==> config.mk <==
export PLATFORM = sky130hd
export DESIGN_NAME = sfd_param_table
export DESIGN_NICKNAME = d
export VERILOG_FILES = /design/src/logic/sfd_pkg.sv /design/src/logic/sfd_sync.sv /design/src/logic/sfd_table.sv /design/src/logic/sfd_param_table.sv
export SDC_FILE = /design/constraint.sdc
export NUM_CORES = 1
export LEC_CHECK = 0
export BUFFER_PORTS_ARGS = -buffer_cell sky130_fd_sc_hd__buf_4
export CORE_MARGIN = 5
export CORE_UTILIZATION = 45
export DETAILED_ROUTE_END_ITERATION = 8
export GPL_TIMING_DRIVEN = 0
export PLACE_DENSITY = 0.66
export SETUP_SLACK_MARGIN = 0.4
export SLEW_MARGIN = 5
export SYNTH_ARGS = -nofsm -noshare
export SYNTH_HDL_FRONTEND = slang
export SYNTH_HIERARCHICAL = 1
export SYNTH_SLANG_ARGS = --single-unit
==> constraint.sdc <==
create_clock -name CLK_SYS_IN -period 5.3 [get_ports CLK_SYS_IN]
set_input_delay 1.59 -clock CLK_SYS_IN [delete_from_list [all_inputs] [get_ports CLK_SYS_IN]]
set_output_delay 1.59 -clock CLK_SYS_IN [all_outputs]
set_load 0.01 [all_outputs]
==> src/logic/sfd_pkg.sv <==
// constants, field layouts and types for the discoverable-parameter table responder
// assumes a 125 MHz system clock that oversamples the serial pins
package sfd_pkg;

    // ****************************************************************
    // serial protocol
    // ****************************************************************
    localparam logic [7:0] SFD_OP_READ_TABLE = 8'h5A;
    localparam int SFD_OP_BITS = 8;
    localparam int SFD_ADDR_BITS = 24;
    localparam int SFD_DUMMY_BITS = 8;
    localparam int SFD_BYTE_BITS = 8;

    // ****************************************************************
    // table layout
    // ****************************************************************
    localparam logic [23:0] SFD_BASIC_PTR = 24'h00_0030;
    localparam logic [23:0] SFD_TABLE_LAST = 24'h00_003B;
    localparam logic [7:0] SFD_BLANK_BYTE = 8'hFF;
    // first double-word fields
    localparam int SFD_ERASE_LSB = 0;
    localparam logic [1:0] SFD_ERASE_4K = 2'h1;
    localparam int SFD_GRAN_BIT = 2;
    localparam int SFD_VOL_BIT = 3;
    localparam int SFD_WEN_SEL_BIT = 4;
    localparam logic [2:0] SFD_RSVD_ONES = 3'h7;
    localparam logic [7:0] SFD_ERASE_OPCODE = 8'h20;
    localparam int SFD_F112_BIT = 16;
    localparam int SFD_ADDRW_LSB = 17;
    localparam logic [1:0] SFD_ADDRW_3B = 2'h0;
    localparam int SFD_DTR_BIT = 19;
    localparam int SFD_F122_BIT = 20;
    localparam int SFD_F144_BIT = 21;
    localparam int SFD_F114_BIT = 22;
    // multi-i/o read descriptions: wait [4:0], mode [7:5]
    localparam logic [4:0] SFD_WAIT_144 = 5'h04;
    localparam logic [2:0] SFD_MODE_144 = 3'h2;
    localparam logic [7:0] SFD_OPC_144 = 8'hEB;
    localparam logic [4:0] SFD_WAIT_114 = 5'h08;
    localparam logic [2:0] SFD_MODE_114 = 3'h2;
    localparam logic [7:0] SFD_OPC_114 = 8'h6B;
    localparam logic [4:0] SFD_WAIT_NONE = 5'h00;
    localparam logic [2:0] SFD_MODE_NONE = 3'h0;

    // ****************************************************************
    // wishbone register map (byte addresses)
    // ****************************************************************
    localparam logic [7:0] SFD_REG_CTRL = 8'h00;
    localparam logic [7:0] SFD_REG_STATUS = 8'h04;
    localparam logic [7:0] SFD_REG_COUNT = 8'h08;
    localparam logic [7:0] SFD_REG_QUAD = 8'h0C;
    localparam int SFD_CTRL_EN_BIT = 0;
    localparam logic SFD_CTRL_EN_RST = 1'b1;

    // ****************************************************************
    // types
    // ****************************************************************
    typedef struct packed {
        logic ce_n;
        logic sck;
        logic si;
    } sfd_pins_t;

    typedef enum logic [2:0] {
        SFD_ST_IDLE,
        SFD_ST_CMD,
        SFD_ST_ADDR,
        SFD_ST_DUMMY,
        SFD_ST_DATA,
        SFD_ST_IGNORE
    } sfd_state_t;

endpackage : sfd_pkg

==> src/logic/sfd_sync.sv <==
// two-stage synchroniser for a bundle of asynchronous pins
// assumes the released reset copy of the system domain
`timescale 1ns/1ns
`default_nettype none
module sfd_sync #(
    parameter int WIDTH = 3
) (
    // clock and reset
    input wire logic clk_in,
    input wire logic rst_n_in,
    // pins
    input wire logic [WIDTH-1:0] d_in,
    output logic [WIDTH-1:0] q_out
);
    logic [WIDTH-1:0] meta_q;
    logic [WIDTH-1:0] sync_q;

    // ****************************************************************
    // one flop pair per pin
    // ****************************************************************
    genvar g;
    generate
        for (g = 0; g < WIDTH; g++) begin : g_bit
            // idle high so a frame never starts out of reset
            always_ff @(posedge clk_in or negedge rst_n_in) begin
                if (!rst_n_in) begin
                    meta_q[g] <= 1'b1;
                    sync_q[g] <= 1'b1;
                end else begin
                    meta_q[g] <= d_in[g];
                    sync_q[g] <= meta_q[g];
                end
            end
        end
    endgenerate

    assign q_out = sync_q;
endmodule : sfd_sync
`default_nettype wire

==> src/logic/sfd_table.sv <==
// read-only parameter table contents, one byte per table address
// assumes the caller holds the address stable while it reads the byte
`timescale 1ns/1ns
`default_nettype none
module sfd_table
    import sfd_pkg::*;
#(
    // arbitrary neutral value, not a real maker code
    parameter logic [7:0] VENDOR_ID = 8'h3C
) (
    input wire logic [23:0] addr_in,
    output logic [7:0] byte_out
);
    always_comb begin
        byte_out = SFD_BLANK_BYTE;
        if (addr_in <= SFD_TABLE_LAST) begin
            unique case (addr_in[5:0])
                6'h00: byte_out = 8'h53;
                6'h01: byte_out = 8'h46;
                6'h02: byte_out = 8'h44;
                6'h03: byte_out = 8'h50;
                6'h04: byte_out = 8'h00;
                6'h05: byte_out = 8'h01;
                6'h06: byte_out = 8'h01;
                6'h08: byte_out = 8'h00;
                6'h09: byte_out = 8'h00;
                6'h0A: byte_out = 8'h01;
                6'h0B: byte_out = 8'h09;
                6'h0C: byte_out = SFD_BASIC_PTR[7:0];
                6'h0D: byte_out = SFD_BASIC_PTR[15:8];
                6'h0E: byte_out = SFD_BASIC_PTR[23:16];
                6'h10: byte_out = VENDOR_ID;
                6'h11: byte_out = 8'h00;
                6'h12: byte_out = 8'h01;
                6'h13: byte_out = 8'h04;
                6'h14: byte_out = 8'h60;
                6'h15: byte_out = 8'h00;
                6'h16: byte_out = 8'h00;
                6'h30: byte_out = {SFD_RSVD_ONES, 1'b0, 1'b0, 1'b1, SFD_ERASE_4K};
                6'h31: byte_out = SFD_ERASE_OPCODE;
                6'h32: byte_out = {1'b1, 1'b1, 1'b1, 1'b1, 1'b0, SFD_ADDRW_3B, 1'b0};
                6'h34: byte_out = 8'hFF;
                6'h35: byte_out = 8'hFF;
                6'h36: byte_out = 8'h7F;
                6'h37: byte_out = 8'h00;
                6'h38: byte_out = {SFD_MODE_144, SFD_WAIT_144};
                6'h39: byte_out = SFD_OPC_144;
                6'h3A: byte_out = {SFD_MODE_114, SFD_WAIT_114};
                6'h3B: byte_out = SFD_OPC_114;
                default: byte_out = SFD_BLANK_BYTE;
            endcase
        end
    end
endmodule : sfd_table
`default_nettype wire

==> src/logic/sfd_param_table.sv <==
// serial responder for the discoverable-parameter table, with a wishbone control slave
// assumes serial mode 0 or 3 with the serial clock well below an eighth of 125 MHz
// Summary of operation
// - first table byte bits 1..0 read 01b; next byte holds erase opcode 20h.
// - first table byte bit 2 reads 1: program granularity 64 bytes or more.
// - first table byte bits 3 and 4 read 0: nonvolatile status register.
// - first table byte bits 7..5 read ones, so the byte returns E5h.
// - address-width bits 18..17 read 00b: three address bytes only.
// - bit 19 reads 0: no double transfer rate clocking.
// - 1-2-2, 1-4-4, 1-1-4 reads advertised; 1-1-2 read advertised absent.
// - 1-4-4 read: four wait clocks, two mode clocks, opcode EBh.
// - 1-1-4 read: eight wait clocks, two mode clocks, opcode 6Bh.
// - zero wait-state field means dummy clocks unsupported for that mode.
// - zero mode-bit field means that read mode carries no mode bits.
// - basic table pointer holds table address 30h.
//
// The address map and register access over Wishbone were left to the implementer.
`timescale 1ns/1ns
`default_nettype none
module sfd_param_table
    import sfd_pkg::*;
#(
    // arbitrary neutral value, not a real maker code
    parameter logic [7:0] VENDOR_ID = 8'h3C,
    parameter int COUNT_W = 16
) (
    // clock and reset
    input wire logic CLK_SYS_IN,
    input wire logic RESET_N_IN,
    // serial pins
    input wire logic SPI_CE_N_IN,
    input wire logic SPI_SCK_IN,
    input wire logic SPI_SI_IN,
    output logic SPI_SO_OUT,
    output logic SPI_SO_OE_OUT,
    // wishbone slave
    input wire logic WB_CYC_IN,
    input wire logic WB_STB_IN,
    input wire logic WB_WE_IN,
    input wire logic [7:0] WB_ADR_IN,
    input wire logic [3:0] WB_SEL_IN,
    input wire logic [31:0] WB_DAT_IN,
    output logic [31:0] WB_DAT_OUT,
    output logic WB_ACK_OUT
);

    // ****************************************************************
    // reset release
    // ****************************************************************
    logic rst_meta_q;
    logic rst_n;

    always_ff @(posedge CLK_SYS_IN or negedge RESET_N_IN) begin
        if (!RESET_N_IN) begin
            rst_meta_q <= 1'b0;
            rst_n <= 1'b0;
        end else begin
            rst_meta_q <= 1'b1;
            rst_n <= rst_meta_q;
        end
    end

    // ****************************************************************
    // pin synchronisation and edge detection
    // ****************************************************************
    sfd_pins_t pins_raw;
    sfd_pins_t pins_s;
    logic sck_dly_q;
    logic sck_rise;
    logic sck_fall;

    assign pins_raw = '{ce_n: SPI_CE_N_IN, sck: SPI_SCK_IN, si: SPI_SI_IN};

    sfd_sync #(
        .WIDTH(3)
    ) u_sync (
        .clk_in(CLK_SYS_IN),
        .rst_n_in(rst_n),
        .d_in(pins_raw),
        .q_out(pins_s)
    );

    always_ff @(posedge CLK_SYS_IN or negedge rst_n) begin
        if (!rst_n) begin
            sck_dly_q <= 1'b0;
        end else begin
            sck_dly_q <= pins_s.sck;
        end
    end

    // edges only count inside a frame; mode 3 idles high without a false edge
    assign sck_rise = !pins_s.ce_n && pins_s.sck && !sck_dly_q;
    assign sck_fall = !pins_s.ce_n && !pins_s.sck && sck_dly_q;

    // ****************************************************************
    // table lookup
    // ****************************************************************
    logic [23:0] addr_q;
    logic [23:0] addr_d;
    logic [7:0] tbl_byte;

    sfd_table #(
        .VENDOR_ID(VENDOR_ID)
    ) u_table (
        .addr_in(addr_q),
        .byte_out(tbl_byte)
    );

    // ****************************************************************
    // serial state machine
    // ****************************************************************
    sfd_state_t st_q;
    sfd_state_t st_d;
    logic [4:0] cnt_q;
    logic [4:0] cnt_d;
    logic [7:0] sh_q;
    logic [7:0] sh_d;
    logic [7:0] tx_q;
    logic [7:0] tx_d;
    logic [7:0] op_q;
    logic [7:0] op_d;
    logic so_q;
    logic so_d;
    logic oe_q;
    logic oe_d;
    logic [COUNT_W-1:0] bytes_q;
    logic [COUNT_W-1:0] bytes_d;
    logic en_q;
    logic byte_start;
    logic byte_done;

    assign byte_start = sck_fall && (st_q == SFD_ST_DATA) && (cnt_q[2:0] == 3'h0);
    assign byte_done = sck_fall && (st_q == SFD_ST_DATA) && (cnt_q[2:0] == 3'h7);

    always_comb begin
        st_d = st_q;
        cnt_d = cnt_q;
        sh_d = sh_q;
        tx_d = tx_q;
        op_d = op_q;
        so_d = so_q;
        oe_d = oe_q;
        addr_d = addr_q;
        bytes_d = bytes_q;
        if (pins_s.ce_n) begin
            // chip enable high ends any frame at once
            st_d = SFD_ST_IDLE;
            cnt_d = 5'h00;
            oe_d = 1'b0;
        end else begin
            unique case (st_q)
                SFD_ST_IDLE: begin
                    st_d = SFD_ST_CMD;
                    cnt_d = 5'h00;
                end
                SFD_ST_CMD: begin
                    if (sck_rise) begin
                        sh_d = {sh_q[6:0], pins_s.si};
                        cnt_d = cnt_q + 5'h01;
                        if (cnt_q == 5'(SFD_OP_BITS - 1)) begin
                            op_d = {sh_q[6:0], pins_s.si};
                            cnt_d = 5'h00;
                            if (en_q && ({sh_q[6:0], pins_s.si} == SFD_OP_READ_TABLE)) begin
                                st_d = SFD_ST_ADDR;
                            end else begin
                                st_d = SFD_ST_IGNORE;
                            end
                        end
                    end
                end
                SFD_ST_ADDR: begin
                    if (sck_rise) begin
                        addr_d = {addr_q[22:0], pins_s.si};
                        cnt_d = cnt_q + 5'h01;
                        if (cnt_q == 5'(SFD_ADDR_BITS - 1)) begin
                            cnt_d = 5'h00;
                            st_d = SFD_ST_DUMMY;
                        end
                    end
                end
                SFD_ST_DUMMY: begin
                    if (sck_rise) begin
                        cnt_d = cnt_q + 5'h01;
                        if (cnt_q == 5'(SFD_DUMMY_BITS - 1)) begin
                            cnt_d = 5'h00;
                            st_d = SFD_ST_DATA;
                        end
                    end
                end
                SFD_ST_DATA: begin
                    if (sck_fall) begin
                        oe_d = 1'b1;
                        cnt_d = {2'h0, cnt_q[2:0] + 3'h1};
                        // msb first; next byte fetched at the boundary
                        if (cnt_q[2:0] == 3'h0) begin
                            so_d = tbl_byte[7];
                            tx_d = {tbl_byte[6:0], 1'b1};
                        end else begin
                            so_d = tx_q[7];
                            tx_d = {tx_q[6:0], 1'b1};
                        end
                        if (cnt_q[2:0] == 3'(SFD_BYTE_BITS - 1)) begin
                            addr_d = addr_q + 24'h00_0001;
                            bytes_d = bytes_q + COUNT_W'(1);
                        end
                    end
                end
                SFD_ST_IGNORE: begin
                    st_d = SFD_ST_IGNORE;
                end
                default: begin
                    st_d = SFD_ST_IDLE;
                end
            endcase
        end
    end

    always_ff @(posedge CLK_SYS_IN or negedge rst_n) begin
        if (!rst_n) begin
            st_q <= SFD_ST_IDLE;
            cnt_q <= 5'h00;
            sh_q <= 8'h00;
            tx_q <= 8'hFF;
            op_q <= 8'h00;
            so_q <= 1'b0;
            oe_q <= 1'b0;
            addr_q <= 24'h00_0000;
            bytes_q <= '0;
        end else begin
            st_q <= st_d;
            cnt_q <= cnt_d;
            sh_q <= sh_d;
            tx_q <= tx_d;
            op_q <= op_d;
            so_q <= so_d;
            oe_q <= oe_d;
            addr_q <= addr_d;
            bytes_q <= bytes_d;
        end
    end

    assign SPI_SO_OUT = so_q;
    assign SPI_SO_OE_OUT = oe_q;

    // ****************************************************************
    // wishbone slave
    // ****************************************************************
    logic ack_q;
    logic ack_d;
    logic [31:0] dat_q;
    logic [31:0] dat_d;
    logic en_d;
    logic wb_take;
    logic wb_commit;

    // answers one cycle after the strobe, then drops ack for a cycle
    assign wb_take = WB_CYC_IN && WB_STB_IN && !ack_q;
    // a write lands at the edge where the master samples ack, not one earlier
    assign wb_commit = WB_CYC_IN && WB_STB_IN && WB_WE_IN && ack_q;

    always_comb begin
        ack_d = wb_take;
        dat_d = dat_q;
        en_d = en_q;
        if (wb_commit && (WB_ADR_IN == SFD_REG_CTRL) && WB_SEL_IN[0]) begin
            en_d = WB_DAT_IN[SFD_CTRL_EN_BIT];
        end
        if (wb_take) begin
            dat_d = 32'h0000_0000;
            if (!WB_WE_IN) begin
                unique case (WB_ADR_IN)
                    SFD_REG_CTRL: dat_d[SFD_CTRL_EN_BIT] = en_q;
                    SFD_REG_STATUS: dat_d = {16'h0000, op_q, 5'h00, st_q};
                    SFD_REG_COUNT: dat_d = 32'(bytes_q);
                    // fixed 1-1-4 and 1-4-4 table counts; no read engine uses them, writes ignored
                    SFD_REG_QUAD: dat_d = {16'h0000, SFD_MODE_114, SFD_WAIT_114,
                                           SFD_MODE_144, SFD_WAIT_144};
                    default: dat_d = 32'h0000_0000;
                endcase
            end
        end
    end

    always_ff @(posedge CLK_SYS_IN or negedge rst_n) begin
        if (!rst_n) begin
            ack_q <= 1'b0;
            dat_q <= 32'h0000_0000;
            en_q <= SFD_CTRL_EN_RST;
        end else begin
            ack_q <= ack_d;
            dat_q <= dat_d;
            en_q <= en_d;
        end
    end

    assign WB_ACK_OUT = ack_q;
    assign WB_DAT_OUT = dat_q;
endmodule : sfd_param_table
`default_nettype wire

==> results.md <==
* Die width at 122 um
* GRT Total Usage at 0.180
* Fin Clk Skew at 0.0115 ns
* Grt total ovfl at 0
* Power, Total at 1680 uW
* Top Ports at 87
* Max-cap violations at 0
* Most common cell after layout, fill and taps aside: dfrtp_1
* Count of input and output buffers at 36
* Max incr delay on CP at 0.55 ns
* Via count at 4654
* First-pass GRT wire length at 21.5 mm
* Sw Ratio at 0.228
* WL per Instance at 15.8 um
* XOR/XNOR Fraction of Synth Area at 0.0234
* Setup slack after placement at 2.07 ns
* Core footprint at 12100 um^2
* Status: finished, final reports clean
* Leakage at 0.00287 uW
* Clock share of power at 0.461
* Residual DRC at 0
* Die outline height at 122 um
* Area of the die at 14800 um^2
* Root Buffer: clkbuf_16
* Post-synthesis mux area share at 0.0537
* Max IR drop VDD at 0.162 mV
* Antenna diode count at 0
* Register-to-register setup slack at 3.00 ns
* Layout cells sized above 1 at 0.219
* Worst skew pair latency at 0.35 ns
* Part of the power in registers at 0.480
* Area grow syn2layout at 16.4%
* Synth Area in Compound Gates at 0.188
* Period minus WS final at 2.87 ns
* Critical Path RT at 5.56 ns
* H-tree levels at 3
* # setup viols final at 0
* Row count at 40
* Grt met2 use at 0.284
* Int Pwr at 1290 uW
* Largest net degree at the start of global routing at 64
* Fmax at 348 MHz
* Worst-margin pin slew at 0.708 ns
* Post-synth top flop: dfrtp_1
* Max-slew violations at 0
* CTS tree: built
* DRT Pass-1 Iters at 5
* Initial antenna violation count at 0
* Clk slew on worst S/H paths at 0.07 ns
* Crit path launch type: input port
* Syn. warnings at 6
* Post-Syn Instances at 585
* Post-CTS setup buffers at 0
* Synth async-reset ratio at 1.00
* Met3 GRT Util at 0.0395
* Met1 Track Usage GR at 0.249
* Psw at 382 uW
* CP cell instances: buf_4 > or4_1 > nor4_2 > nand2_1 > clkbuf_1 > o31ai_1
* Slew Limit Headroom at 0.525
* Vias per cell at 5.67
* Busiest grt layer: met2
* Starting density of the core at 0.464
* Clock Tree Buf Depth at 2
* Total negative slack at 0 ns
* Final WS setup at 2.43 ns
* Fillcell total at 1110
* Pwr Density at 256 nW/um^2
* Clock buffer count from CTS at 9
* Yosys reg bits at 99
* Final period utilization at 0.542
* Post-Synth Simple-Gate Area at 0.206
* Synthesized-area fraction occupied by adder cells at 0.0267
* Reg-to-Reg Start: cnt_q[0]$_DFFE_PN0P_
* Largest family of logic cells by synthesized area: simple AND/OR/NAND/NOR gates
* Post-Syn Area per Cell at 9.60 um^2
* Post-Syn Area at 5620 um^2
* Crit path kind: input port to register
* Worst Path Max Fanout at 10
* Sequential area share after synthesis at 0.444
* Crit end category: register
* EDFF count, synth at 0
* GPL Wtd Cong at 0.901
* DP Wirelength at 9.40 mm
* Iter 0 DRT Violations at 409
* Final hold viol count at 0
* PostCTS Resize Cnt at 0
* Design area at 6540 um^2
* Post-CTS Hold Buffers at 0
* Arrival @ worst endpoint at 3.13 ns
* Logic pwr share at 0.059
* Synth cell types at 74
* Hold/Removal Path Class: register to asynchronous set/reset pin
* Unrepaired setup endpoints after global routing: no
* Commonest cells after routing, fill and taps aside: dfrtp_1 (84), nand2_1 (68), buf_4 (53), a21oi_1 (38), o21ai_0 (37)
* Worst setup startpoint: WB_ADR_IN[1]
* WL final at 13.0 mm
* Area post-placement at 6180 um^2
* Number of global-route vias before repair at 4358
* Clk sinks at 99
* Nets at 712
* CP max-delay cell: or4_1
* ANT nets after route at 0
==> per-layer routing <==
| layer | wire [um] | share of wire | vias to the layer above |
|---|---|---|---|
| met3 | 696 | 0.054 | 21 |
| li1 | - | - | 2242 |
| met5 | 0 | 0 | - |
| met1 | 6150 | 0.47 | 2266 |
| met4 | 193 | 0.015 | 0 |
| met2 | 5960 | 0.46 | 125 |
==> logic make-up (layout without fill, tap and decap cells) <==
kind of cell    after synthesis  count (layout)
compound gates              158             158
xor+xnor                     15              15
fa+ha+maj                    12              12
buf+inv                      58             111
flops                        99              99
mux                          28              28
other cells                   2              17
simple gates                213             213
==> registers in the layout, indices dropped and copies added (netlist names) <==
signal         flops
SPI_SO_OE_OUT      1
SPI_SO_OUT         1
WB_ACK_OUT         1
WB_DAT_OUT        16
addr_q            24
bytes_q           16
cnt_q              5
en_q               1
op_q               8
rst_meta_q         1
rst_n              1
sck_dly_q          1
sh_q               7
st_q               3
tx_q               7
u_sync/meta_q      3
u_sync/q_out       3
==> worst max-delay path, delay by kind of cell <==
kind	cells	cell delay, ns
buffers and inverters	2	0.32
AO/OA/AOI/OAI	1	0.28
AND/OR/NAND/NOR	3	0.93
==> metrics by stage <==
step / std cells / util / hold slack [ns]
2_1_floorplan: 600 / - / 0.331
3_3_place_gp: 804 / 0.508 / 0.338
3_5_place_dp: 805 / 0.511 / 0.303
4_1_cts: 821 / 0.540 / 0.307
5_1_grt: 821 / 0.540 / 0.338
6_report: 821 / 0.540 / 0.283
==> power groups by stage <==
| stage | Combinational, uW | Clock [uW] | Sequential (uW) |
|---|---|---|---|
| after global routing | 110 | 821 | 808 |
| after CTS | 98.9 | 790 | 804 |
| final | 98.6 | 773 | 804 |
| after detailed placement | 98.7 | 0 | 818 |
| after global placement | 84.6 | 0 | 825 |
| after floorplan | 63.7 | 0 | 816 |
==> area by class of cell <==
type	count	area, um^2	share of cell area
Inverter	14	52.6	0.00804
Buffer	44	264	0.0404
Timing Repair Buffer	37	298	0.0456
Sequential cell	99	2500	0.382
Multi-Input combinational cell	443	2860	0.438
Clock buffer	9	225	0.0344
Clock inverter	7	128	0.0195
Tap cell	168	210	0.0322
==> final timing paths <==
kind | end | cells after the start
min in group CLK_SYS_IN | rst_n$_DFF_PN0_ | 0
max in group asynchronous | rst_n$_DFF_PN0_ | 1
setup / recovery | WB_DAT_OUT[11]$_DFFE_PN0P_ | 6
hold reg to reg | addr_q[19]$_DFFE_PN0P_ | 0
hold / removal | addr_q[19]$_DFFE_PN0P_ | 0
setup reg to reg | addr_q[18]$_DFFE_PN0P_ | 7
==> synth_stat cells (all sizes together) (5+ instances only) <==
cell type / count / area, um^2
nand2: 68 / 255
xor2: 6 / 52.6
clkbuf: 14 / 65.1
ha: 12 / 150
o21ai: 45 / 225
nor4: 8 / 71.3
buf: 30 / 199
mux2i: 11 / 110
a22oi: 9 / 67.6
nor2b: 8 / 50.1
a21oi: 39 / 199
o31ai: 7 / 52.6
dfstp: 14 / 368
nand3b: 5 / 37.5
inv: 14 / 52.6
nor3: 12 / 65.1
nand2b: 8 / 50.1
dfrtp: 85 / 2130
and3: 7 / 43.8
o211ai: 6 / 45.0
nand3: 26 / 140
a22o: 5 / 43.8
a211oi: 7 / 52.6
a31oi: 8 / 50.1
xnor2: 9 / 78.8
nand4: 11 / 68.8
and2: 5 / 32.5
mux2: 17 / 191
nor2: 30 / 113
Note: power is estimated with default switching activity, not from simulation.
